File: src/pabmux_map.vh
`ifndef PABMUX_MAP_VH
`define PABMUX_MAP_VH
// ----------------------------------------------------------------------
// Port and field constants
// ----------------------------------------------------------------------
// Width of each port.
`define PABMUX_PORT_W 8
// Port A bit positions.
`define PABMUX_PA_BP0 0
`define PABMUX_PA_BP1 1
`define PABMUX_PA_BP2 2
`define PABMUX_PA_BP3 3
// Port B bit positions of the alternate functions.
`define PABMUX_PB_SEL 0
`define PABMUX_PB_SCK 1
`define PABMUX_PB_MOSI 2
`define PABMUX_PB_MISO 3
`define PABMUX_PB_T0A 4
`define PABMUX_PB_T1A 5
`define PABMUX_PB_T1B 6
`define PABMUX_PB_T2A 7
// Duty select codes: static, 1/2, 1/3 and 1/4 duty.
`define PABMUX_DUTY_STATIC 2'h0
`define PABMUX_DUTY_HALF 2'h1
`define PABMUX_DUTY_THIRD 2'h2
`define PABMUX_DUTY_QUART 2'h3
// Reset value of the registered outputs other than the slave select tap.
`define PABMUX_RST_BYTE 8'h00
`define PABMUX_RST_BIT 1'h0
// Reset value of the slave select tap: released, so no transfer starts.
`define PABMUX_RST_SEL_N 1'h1
`endif

File: src/pabmux_port_a_b_alt_function_mux.v
// What this block does
// - Port A maps back-plane and front-plane lines.
// - Upper port A overridden to LCD when enabled.
// - Lower port A overridden per enable and duty.
// - Bit 7 drives timer2 compare A when output.
// - Bit 6 drives timer1 compare B when output.
// - Bit 5 drives timer1 compare A when output.
// - Bit 4 drives timer0 compare A when output.
// - Port B pins feed pin-change sources 15..8.
// - SPI master forces bit 3 to input.
// - SPI slave forces bit 2 to input.
// - SPI slave forces bit 1 to input.
// - Forced input bit 3 keeps latch pull-up.
// - SPI slave forces select input, active low.
// - Pull-up follows override or 010 pattern.
// - Input buffer follows override, else sleep.
`timescale 1ns/10ps
`default_nettype none
`include "pabmux_map.vh"

module pabmux_port_a_b_alt_function_mux (
  input  wire       mclk_in,               // I/O clock, 125 MHz.
  input  wire       reset_in,              // Synchronous reset, active high.
  input  wire       lcd_enable_in,         // LCD controller enabled.
  input  wire [1:0] lcd_duty_sel_in,       // Multiplex duty select.
  input  wire [3:0] back_plane_line_in,    // Back-plane drive, lines 0..3.
  input  wire [3:0] front_plane_line_in,   // Front-plane drive, lines 0..3.
  input  wire       pullup_global_off_in,  // Global pull-up disable.
  input  wire       sleep_in,              // Sleep controller clamp request.
  input  wire [7:0] dir_a_in,              // Port A direction bits.
  input  wire [7:0] latch_a_in,            // Port A output latch bits.
  input  wire [7:0] dir_b_in,              // Port B direction bits.
  input  wire [7:0] latch_b_in,            // Port B output latch bits.
  input  wire       t2_compare_a_out_in,   // Timer 2 compare A waveform.
  input  wire       t2_compare_a_en_in,    // Timer 2 compare A output enabled.
  input  wire       t1_compare_b_out_in,   // Timer 1 compare B waveform.
  input  wire       t1_compare_b_en_in,    // Timer 1 compare B output enabled.
  input  wire       t1_compare_a_out_in,   // Timer 1 compare A waveform.
  input  wire       t1_compare_a_en_in,    // Timer 1 compare A output enabled.
  input  wire       t0_compare_a_out_in,   // Timer 0 compare A waveform.
  input  wire       t0_compare_a_en_in,    // Timer 0 compare A output enabled.
  input  wire       spi_on_in,             // SPI enabled.
  input  wire       spi_master_sel_in,     // SPI is master.
  input  wire       spi_master_data_in,    // Master data out, to bit 2.
  input  wire       spi_slave_data_in,     // Slave data out, to bit 3.
  input  wire       spi_clock_data_in,     // Master clock out, to bit 1.
  input  wire [7:0] pin_change_mask_in,    // Pin-change enables of sources 15..8.
  input  wire       pin_change_grp_en_in,  // Pin-change group enable.
  input  wire [7:0] pad_a_in,              // Port A pad levels.
  input  wire [7:0] pad_b_in,              // Port B pad levels.
  output reg  [7:0] pad_a_oe_out,          // Port A output driver enable.
  output reg  [7:0] pad_a_o_out,           // Port A output value.
  output reg  [7:0] pad_a_pu_out,          // Port A pull-up enable.
  output reg  [7:0] pad_a_ie_out,          // Port A digital input enable.
  output reg  [7:0] analog_pad_path_a_out, // Port A LCD level per pad.
  output reg  [7:0] analog_pad_sel_a_out,  // Port A analog path connected.
  output reg  [7:0] pad_b_oe_out,          // Port B output driver enable.
  output reg  [7:0] pad_b_o_out,           // Port B output value.
  output reg  [7:0] pad_b_pu_out,          // Port B pull-up enable.
  output reg  [7:0] pad_b_ie_out,          // Port B digital input enable.
  output reg  [7:0] port_a_in_out,         // Port A synchronised input.
  output reg  [7:0] port_b_in_out,         // Port B synchronised input.
  output reg  [7:0] pin_change_src_out,    // Sources 15..8, stage 2 tap, unfiltered.
  output reg        spi_miso_in_out,       // Master data in, from bit 3.
  output reg        spi_mosi_in_out,       // Slave data in, from bit 2.
  output reg        spi_sck_in_out,        // Slave clock in, from bit 1.
  output reg        spi_select_n_out       // Slave select, active low.
);

  // ----------------------------------------------------------------------
  // Override signal sets
  // ----------------------------------------------------------------------
  reg [7:0] pullup_ovr_en;   // Pull-up override enables.
  reg [7:0] pullup_ovr_val;  // Pull-up override values.
  reg [7:0] dir_ovr_en;      // Direction override enables.
  reg [7:0] dir_ovr_val;     // Direction override values.
  reg [7:0] outval_ovr_en;   // Output value override enables.
  reg [7:0] outval_ovr_val;  // Output value override values.
  reg [7:0] inbuf_ovr_en;    // Input buffer override enables.
  reg [7:0] inbuf_ovr_val;   // Input buffer override values.
  reg [7:0] b_pu_en;         // Port B pull-up override enables.
  reg [7:0] b_pu_val;        // Port B pull-up override values.
  reg [7:0] b_dir_en;        // Port B direction override enables.
  reg [7:0] b_dir_val;       // Port B direction override values.
  reg [7:0] b_out_en;        // Port B value override enables.
  reg [7:0] b_out_val;       // Port B value override values.
  reg [7:0] b_in_en;         // Port B input buffer override enables.
  reg [7:0] b_in_val;        // Port B input buffer override values.
  reg [3:0] bp_used;         // Back-plane lines used by the duty.
  reg       spi_master;      // SPI on as master.
  reg       spi_slave;       // SPI on as slave.
  reg [7:0] nxt_a_oe;        // Next port A driver enables.
  reg [7:0] nxt_b_oe;        // Next port B driver enables.
  integer   i;               // Bit loop index of the registered process.
  integer   j;               // Bit loop index of the combinational process.

  // Pad synchronisers: three stages, a change counts when stages 2 and 3 agree.
  reg [7:0] sync1_a_ff;
  reg [7:0] sync2_a_ff;
  reg [7:0] sync3_a_ff;
  reg [7:0] sync1_b_ff;
  reg [7:0] sync2_b_ff;
  reg [7:0] sync3_b_ff;

  // ----------------------------------------------------------------------
  // Port A overrides
  // ----------------------------------------------------------------------
  // The duty decides which back-plane lines exist, so unused ones stay GPIO.
  always @* begin
    case (lcd_duty_sel_in)
      `PABMUX_DUTY_STATIC: bp_used = 4'h1;
      `PABMUX_DUTY_HALF:   bp_used = 4'h3;
      `PABMUX_DUTY_THIRD:  bp_used = 4'h7;
      `PABMUX_DUTY_QUART:  bp_used = 4'hF;
      default:             bp_used = 4'h1;
    endcase
    // Lower pins need the duty as well, bit 0 only the enable.
    pullup_ovr_en[3:0] = {4{lcd_enable_in}} & bp_used;
    pullup_ovr_en[7:4] = {4{lcd_enable_in}};
    pullup_ovr_val     = 8'h00;
    dir_ovr_en         = pullup_ovr_en;
    dir_ovr_val        = 8'h00;
    outval_ovr_en      = 8'h00;
    outval_ovr_val     = 8'h00;
    inbuf_ovr_en       = pullup_ovr_en;
    inbuf_ovr_val      = 8'h00;
  end

  // ----------------------------------------------------------------------
  // Port B overrides
  // ----------------------------------------------------------------------
  always @* begin
    spi_master = spi_on_in & spi_master_sel_in;
    spi_slave  = spi_on_in & ~spi_master_sel_in;
    // Forced inputs keep the latch-driven pull-up, gated by the global off.
    b_pu_en  = 8'h00;
    b_pu_val = 8'h00;
    b_dir_en = 8'h00;
    b_dir_val = 8'h00;
    b_pu_en[`PABMUX_PB_MISO] = spi_master;
    b_pu_en[`PABMUX_PB_MOSI] = spi_slave;
    b_pu_en[`PABMUX_PB_SCK]  = spi_slave;
    b_pu_en[`PABMUX_PB_SEL]  = spi_slave;
    b_pu_val[3:0] = latch_b_in[3:0] & {4{~pullup_global_off_in}};
    b_dir_en[`PABMUX_PB_MISO] = spi_master;
    b_dir_en[`PABMUX_PB_MOSI] = spi_slave;
    b_dir_en[`PABMUX_PB_SCK]  = spi_slave;
    b_dir_en[`PABMUX_PB_SEL]  = spi_slave;
    // Value overrides: SPI drives pins it owns, timers only when enabled.
    b_out_en  = {t2_compare_a_en_in, t1_compare_b_en_in, t1_compare_a_en_in,
                 t0_compare_a_en_in, spi_slave, spi_master, spi_master, 1'h0};
    b_out_val = {t2_compare_a_out_in, t1_compare_b_out_in, t1_compare_a_out_in,
                 t0_compare_a_out_in, spi_slave_data_in, spi_master_data_in,
                 spi_clock_data_in, 1'h0};
    // Enabled pin-change sources keep the input buffer alive in sleep.
    b_in_en  = pin_change_mask_in & {8{pin_change_grp_en_in}};
    b_in_val = 8'hFF;
  end

  // ----------------------------------------------------------------------
  // Driver enables
  // ----------------------------------------------------------------------
  // Timer outputs reach the pin only through the direction bit.
  always @* begin
    // A loop index of its own keeps this process from sharing a variable.
    for (j = 0; j < `PABMUX_PORT_W; j = j + 1) begin
      nxt_a_oe[j] = dir_ovr_en[j] ? dir_ovr_val[j] : dir_a_in[j];
      nxt_b_oe[j] = b_dir_en[j] ? b_dir_val[j] : dir_b_in[j];
    end
  end

  // ----------------------------------------------------------------------
  // Registered pad control
  // ----------------------------------------------------------------------
  // Outputs are registered: one cycle of latency is traded for clean pins.
  always @(posedge mclk_in) begin
    if (reset_in) begin
      pad_a_oe_out          <= `PABMUX_RST_BYTE;
      pad_a_o_out           <= `PABMUX_RST_BYTE;
      pad_a_pu_out          <= `PABMUX_RST_BYTE;
      pad_a_ie_out          <= `PABMUX_RST_BYTE;
      analog_pad_path_a_out <= `PABMUX_RST_BYTE;
      analog_pad_sel_a_out  <= `PABMUX_RST_BYTE;
      pad_b_oe_out          <= `PABMUX_RST_BYTE;
      pad_b_o_out           <= `PABMUX_RST_BYTE;
      pad_b_pu_out          <= `PABMUX_RST_BYTE;
      pad_b_ie_out          <= `PABMUX_RST_BYTE;
    end else begin
      for (i = 0; i < `PABMUX_PORT_W; i = i + 1) begin
        pad_a_oe_out[i] <= nxt_a_oe[i];
        pad_a_o_out[i]  <= outval_ovr_en[i] ? outval_ovr_val[i] : latch_a_in[i];
        pad_a_pu_out[i] <= pullup_ovr_en[i] ? pullup_ovr_val[i] :
                           ({dir_a_in[i], latch_a_in[i], pullup_global_off_in} == 3'h2);
        pad_a_ie_out[i] <= inbuf_ovr_en[i] ? inbuf_ovr_val[i] : ~sleep_in;
        pad_b_oe_out[i] <= nxt_b_oe[i];
        pad_b_o_out[i]  <= b_out_en[i] ? b_out_val[i] : latch_b_in[i];
        pad_b_pu_out[i] <= b_pu_en[i] ? b_pu_val[i] :
                           ({dir_b_in[i], latch_b_in[i], pullup_global_off_in} == 3'h2);
        pad_b_ie_out[i] <= b_in_en[i] ? b_in_val[i] : ~sleep_in;
      end
      // Back-plane on bits 0..3, front-plane on bits 4..7.
      analog_pad_path_a_out <= {front_plane_line_in, back_plane_line_in};
      analog_pad_sel_a_out  <= pullup_ovr_en;
    end
  end

  // ----------------------------------------------------------------------
  // Pad input synchronisers and alternate input taps
  // ----------------------------------------------------------------------
  // Stage 1 feeds only stage 2; consumers look at stages 2 and 3.
  always @(posedge mclk_in) begin
    if (reset_in) begin
      sync1_a_ff <= `PABMUX_RST_BYTE;
      sync2_a_ff <= `PABMUX_RST_BYTE;
      sync3_a_ff <= `PABMUX_RST_BYTE;
      sync1_b_ff <= `PABMUX_RST_BYTE;
      sync2_b_ff <= `PABMUX_RST_BYTE;
      sync3_b_ff <= `PABMUX_RST_BYTE;
      port_a_in_out      <= `PABMUX_RST_BYTE;
      port_b_in_out      <= `PABMUX_RST_BYTE;
      pin_change_src_out <= `PABMUX_RST_BYTE;
      spi_miso_in_out    <= `PABMUX_RST_BIT;
      spi_mosi_in_out    <= `PABMUX_RST_BIT;
      spi_sck_in_out     <= `PABMUX_RST_BIT;
      spi_select_n_out   <= `PABMUX_RST_SEL_N;
    end else begin
      sync1_a_ff <= pad_a_in & pad_a_ie_out;
      sync2_a_ff <= sync1_a_ff;
      sync3_a_ff <= sync2_a_ff;
      sync1_b_ff <= pad_b_in & pad_b_ie_out;
      sync2_b_ff <= sync1_b_ff;
      sync3_b_ff <= sync2_b_ff;
      // A bit changes only once stages 2 and 3 agree.
      port_a_in_out <= (sync2_a_ff & sync3_a_ff) | (port_a_in_out & (sync2_a_ff | sync3_a_ff));
      port_b_in_out <= (sync2_b_ff & sync3_b_ff) | (port_b_in_out & (sync2_b_ff | sync3_b_ff));
      pin_change_src_out <= sync2_b_ff;
      spi_miso_in_out    <= sync2_b_ff[`PABMUX_PB_MISO];
      spi_mosi_in_out    <= sync2_b_ff[`PABMUX_PB_MOSI];
      spi_sck_in_out     <= sync2_b_ff[`PABMUX_PB_SCK];
      // Slave select reads high (idle) unless the SPI is a slave.
      spi_select_n_out   <= spi_slave ? sync2_b_ff[`PABMUX_PB_SEL] : 1'h1;
    end
  end

endmodule
`default_nettype wire

File: config.mk
export PLATFORM = sky130hd
export DESIGN_NAME = pabmux_port_a_b_alt_function_mux
export DESIGN_NICKNAME = d
export VERILOG_FILES = /design/src/pabmux_port_a_b_alt_function_mux.v
export VERILOG_INCLUDE_DIRS = /design/src /design/src/src
export SDC_FILE = /design/constraint.sdc
export NUM_CORES = 1
export LEC_CHECK = 0
export BUFFER_PORTS_ARGS = -buffer_cell sky130_fd_sc_hd__buf_2
export CAP_MARGIN = 15
export CORE_MARGIN = 10
export CORE_UTILIZATION = 45
export CTS_CLUSTER_SIZE = 20
export DETAILED_ROUTE_END_ITERATION = 8
export PLACE_DENSITY_LB_ADDON = 0.05
export SKIP_LAST_GASP = 1
export SLEW_MARGIN = 5
export SYNTH_ARGS = -nofsm -noshare
export SYNTH_HDL_FRONTEND = slang
export SYNTH_SLANG_ARGS = --single-unit
export TNS_END_PERCENT = 5
File: constraint.sdc
create_clock -name mclk_in -period 1.15 [get_ports mclk_in]
set_input_delay 0.23 -clock mclk_in [delete_from_list [all_inputs] [get_ports mclk_in]]
set_output_delay 0.23 -clock mclk_in [all_outputs]
set_load 0.02 [all_outputs]
==> results <==
- The number of distinct library cells after synthesis is 32.
- The worst hold margin is 0.0572 ns.
- The via count of the first global-routing pass was 3,680.
- The net count after synthesis is 460.
- Leaving out filler cells and counting taps, the final layout contains 771.
- Summed over all instances, the cell type with the most area after synthesis is sky130_fd_sc_hd__dfxtp_1.
- The number of slew-limit violations in the final report is 0.
- In this run the count of I/O pins placed on the die edge is 193.
- The overall routing resource usage is 17.4%.
- The top achievable clock speed is 803 MHz.
- The proportion of power drawn by flip-flops and latches is 44.8%.
- The final reports fail on negative setup slack.
- For this run, design rule violations remaining after detail routing come to 0.
- The first detailed-routing pass took 4 iterations.
- The clock tree from TritonCTS is done.
- The fraction of final layout cells sized beyond drive strength 1 is 37.0%.
- Dividing total power by cell area gives a power density of 1660 nW/um2.
- After the first detailed-routing iteration, the DRC count stood at 135.
- The prevailing post-synth register cell is sky130_fd_sc_hd__dfxtp_1.
- Routability-driven placement finished with a final weighted congestion of 0.790.
- The analysis attributes to cell leakage a power of 3.07 nW.
- The number of placed instances, taps included is 654.
- The count of endpoints failing setup in the final report is 112.
- Of the total power, the share spent switching nets is 22.9%.
- The library cells used most frequently in the layout, excluding fill and tap cells, are sky130_fd_sc_hd__buf_2 (158), sky130_fd_sc_hd__dfxtp_1 (126), sky130_fd_sc_hd__dlygate4sd3_1 (82), sky130_fd_sc_hd__nor2b_1 (56), sky130_fd_sc_hd__buf_4 (37).
- The cell area that synthesis handed to floorplanning was 4130 um2.
- Dividing the final minimum period by the clock period gives 108%.
- The mean area per synthesized cell is 11.0 um2.
- The floorplan core area is 8810 um2.
- The largest fanout on the critical path is 3.
- The maximum level of the CTS H-tree is 4.
- The run finished, with violations left.
- The number of endpoints with negative hold slack in the final report came to 0.
- Once layout is complete, the utilization of the core stands at 75.3%.
- The proportion of synthesized chip area in sequential cells is 66.4%.
- Grouping stages by cell kind, the critical path spends the most delay in flip-flops.
- Compared with the post-synthesis result, the final layout area differs by 60.7%.
- The peak-usage layer in the global routing report is met2.
- The combinational fraction of design power is 9.1%.
- Once the floorplan was initialized, standard cells occupied 46.9% of the core.
- Once detailed placement completed, the half-perimeter wirelength came to 7960 um.
- The number of enable flip-flop cells after synthesis is 0.
- The largest net degree at the start of global routing is 52.
- The worst-path cell with the longest stage delay is sky130_fd_sc_hd__dfxtp_1.
- After detailed routing, the number of vias per cell comes to 4.51.
- The critical path goes through buf_4.
- Clock latency on the worst-skew pair, taken at its later pin, is 0.50 ns.
- Setup repair after global routing could not meet its margin everywhere.
- The highest ir drop seen on vdd is 1120 uV.
- The clock passes through at most 2 buffers.
- The root buffer cell chosen for the clock tree is sky130_fd_sc_hd__clkbuf_8.
- Summed over all nets, the switching power comes to 0.00253 W.
- The signal arrival time at the worst endpoint is 1.02 ns.
- The die area is 13,400 um2.
- The count of nets left with antenna violations once routing finished came out at 0.
- The warning count from the yosys run is 0.
- Across the run, the number of max-cap violations was 0.
- For the final database, setup skew stands at 0.00780 ns.
- Setup slack on the critical path of the routed design comes to -0.0953 ns.
- The number of register bits inferred by synthesis is 137.
- For met3 alone, demand over resource in global routing was 8.01%.
- The data required time of the worst path is 0.92 ns.
- The die width is 116 um.
- The number of I/O port buffers is 192.
- For the pin with the worst max-slew slack, the measured transition is 0.413 ns.
- The cell count after synthesis is 375.
- STA classifies the critical path startpoint as a register.
- In the post-synthesis netlist, the biggest area contributors are sky130_fd_sc_hd__dfxtp_1 (66%), sky130_fd_sc_hd__nor2b_1 (8.5%), sky130_fd_sc_hd__nand2_1 (3.2%).
- Clock tree synthesis found a total of 137 sinks.
- The clock edge transition at the registers on the reported setup and hold paths is 0.06 ns.
- After detailed routing, the average wire length per cell comes to 15.1 um.
- The number of antenna violations at the first check in global routing is 1.
- The worst path in the final design needs a cycle of 1.25 ns, including I/O delays and setup.
- For met2 alone, demand over resource in global routing was 29.4%.
- The via total after detailed routing is 3,480.
- The total CTS buffers is 17.
- Of all flip-flops after synthesis, the portion carrying an async set or reset was 0%.
- STA classifies the critical path endpoint as an output pin.
- The critical path class is reg -> out.
- The first-pass GRT wire length is 18,300 um.
- The worst pin sits at a relative slew slack of 72.5%.
- The layout net count is 734.
- In this run the vertical extent of the chip is 116 um.
- The number of core rows is 34.
- The top-area cell type share of the netlist area is 66.4%.
- The count of buffer and inverter cells on the critical path is 1.
- The clock network burns 46.0% of the power.
- In the final timing run, aggregate negative setup slack is -5.86 ns.
- Global routing finished with a remaining overflow of 0.
- The tightest min-delay check is of the in -> reg type.
- Summed over all layers, the routed wires come to 11,700 um.
- In the global route stage, met1 resource usage came out at 18.0%.
- The largest stage delay on the critical path is 0.36 ns.
- The library cell used most frequently in the layout, excluding fill and tap cells, is sky130_fd_sc_hd__buf_2.
- Internal power comes to 0.00851 W.
## worst paths after layout
check	start	endpoint	slack, ns	depth (start not counted)
max	port_a_in_out[2]$_SDFF_PP0_	port_a_in_out[2]	-0.1	1
min	pullup_global_off_in	pad_a_pu_out[1]$_SDFF_PP0_	0.06	3
max reg2reg	pad_a_ie_out[0]$_SDFF_PP0_	sync1_a_ff[7]$_SDFF_PP0_	0.26	2
min reg2reg	pad_b_ie_out[3]$_SDFF_PP0_	sync1_b_ff[3]$_SDFF_PP0_	0.43	2
## Yosys cell counts, drive strengths merged (4+ instances only)
| library cell | n |
|---|---|
| a21oi | 24 |
| and2 | 12 |
| buf | 25 |
| dfxtp | 137 |
| mux2i | 4 |
| nand2 | 35 |
| nor2 | 19 |
| nor2b | 56 |
| nor3 | 4 |
| nor3b | 15 |
| o21ai | 17 |
## cell families (layout without fill, tap and decap cells)
kind of cell / after synthesis / in the layout / synth area share, %
DFF: 137 / 137 / 66.4
buffers and inverters: 30 / 317 / 4.46
and+or+nand+nor: 155 / 155 / 21.5
AOI/OAI and AO/OA: 49 / 49 / 6.67
other: 0 / 1 / 0
muxes: 4 / 4 / 0.970
## final cells by class
cell class | instances | area (um2)
Antenna cell | 1 | 2.50
Clock buffer | 19 | 422
Inverter | 3 | 11.3
Multi-Input combinational cell | 208 | 1200
Clock inverter | 13 | 149
Sequential cell | 137 | 2760
Fill cell | 623 | 2170
Timing Repair Buffer | 282 | 1950
Tap cell | 108 | 135
## per-layer routing
metal | part of all wire [%] | up-vias | wire [um]
met2 | 48 | 141 | 5650
met1 | 39 | 1558 | 4580
met4 | 2.6 | 0 | 299
li1 | - | 1762 | -
met3 | 9.7 | 19 | 1140
met5 | 0 | - | 0
## power groups by stage
stage | combinational [W] | clock, W | sequential (W)
2_1_floorplan | 0.000260 | 0 | 0.00521
3_3_place_gp | 0.000769 | 0 | 0.00505
3_5_place_dp | 0.000773 | 0 | 0.00505
4_1_cts | 0.00100 | 0.00518 | 0.00495
5_1_grt | 0.00109 | 0.00541 | 0.00496
6_report | 0.00101 | 0.00508 | 0.00495
## worst min-delay path, delay by kind of cell
family,cells,cell delay (ns)
buffers and inverters,2,0.24
and+or+nand+nor,1,0.04
## what timing repair did
| action | in CTS | in global routing |
|---|---|---|
| endpoints found under the setup margin | 108 | 111 |
| endpoints found under the hold margin | 81 | 0 |
| gates cloned | 0 | 0 |
| buffers inserted | 0 | 2 |
| resized for setup | 33 | 16 |
| hold buffers | 82 | 0 |
## stage by stage
stage               power, W  worst slack, ns  cell area, um2
floorplan            0.00547            0.168            4130
global placement     0.00582           0.0348            5110
detailed placement   0.00582         -0.00367            5110
CTS                   0.0111           -0.127            6580
global route          0.0115           -0.152            6630
finish                0.0110          -0.0953            6630
No activity file was read; power rests on OpenSTA's default activity.
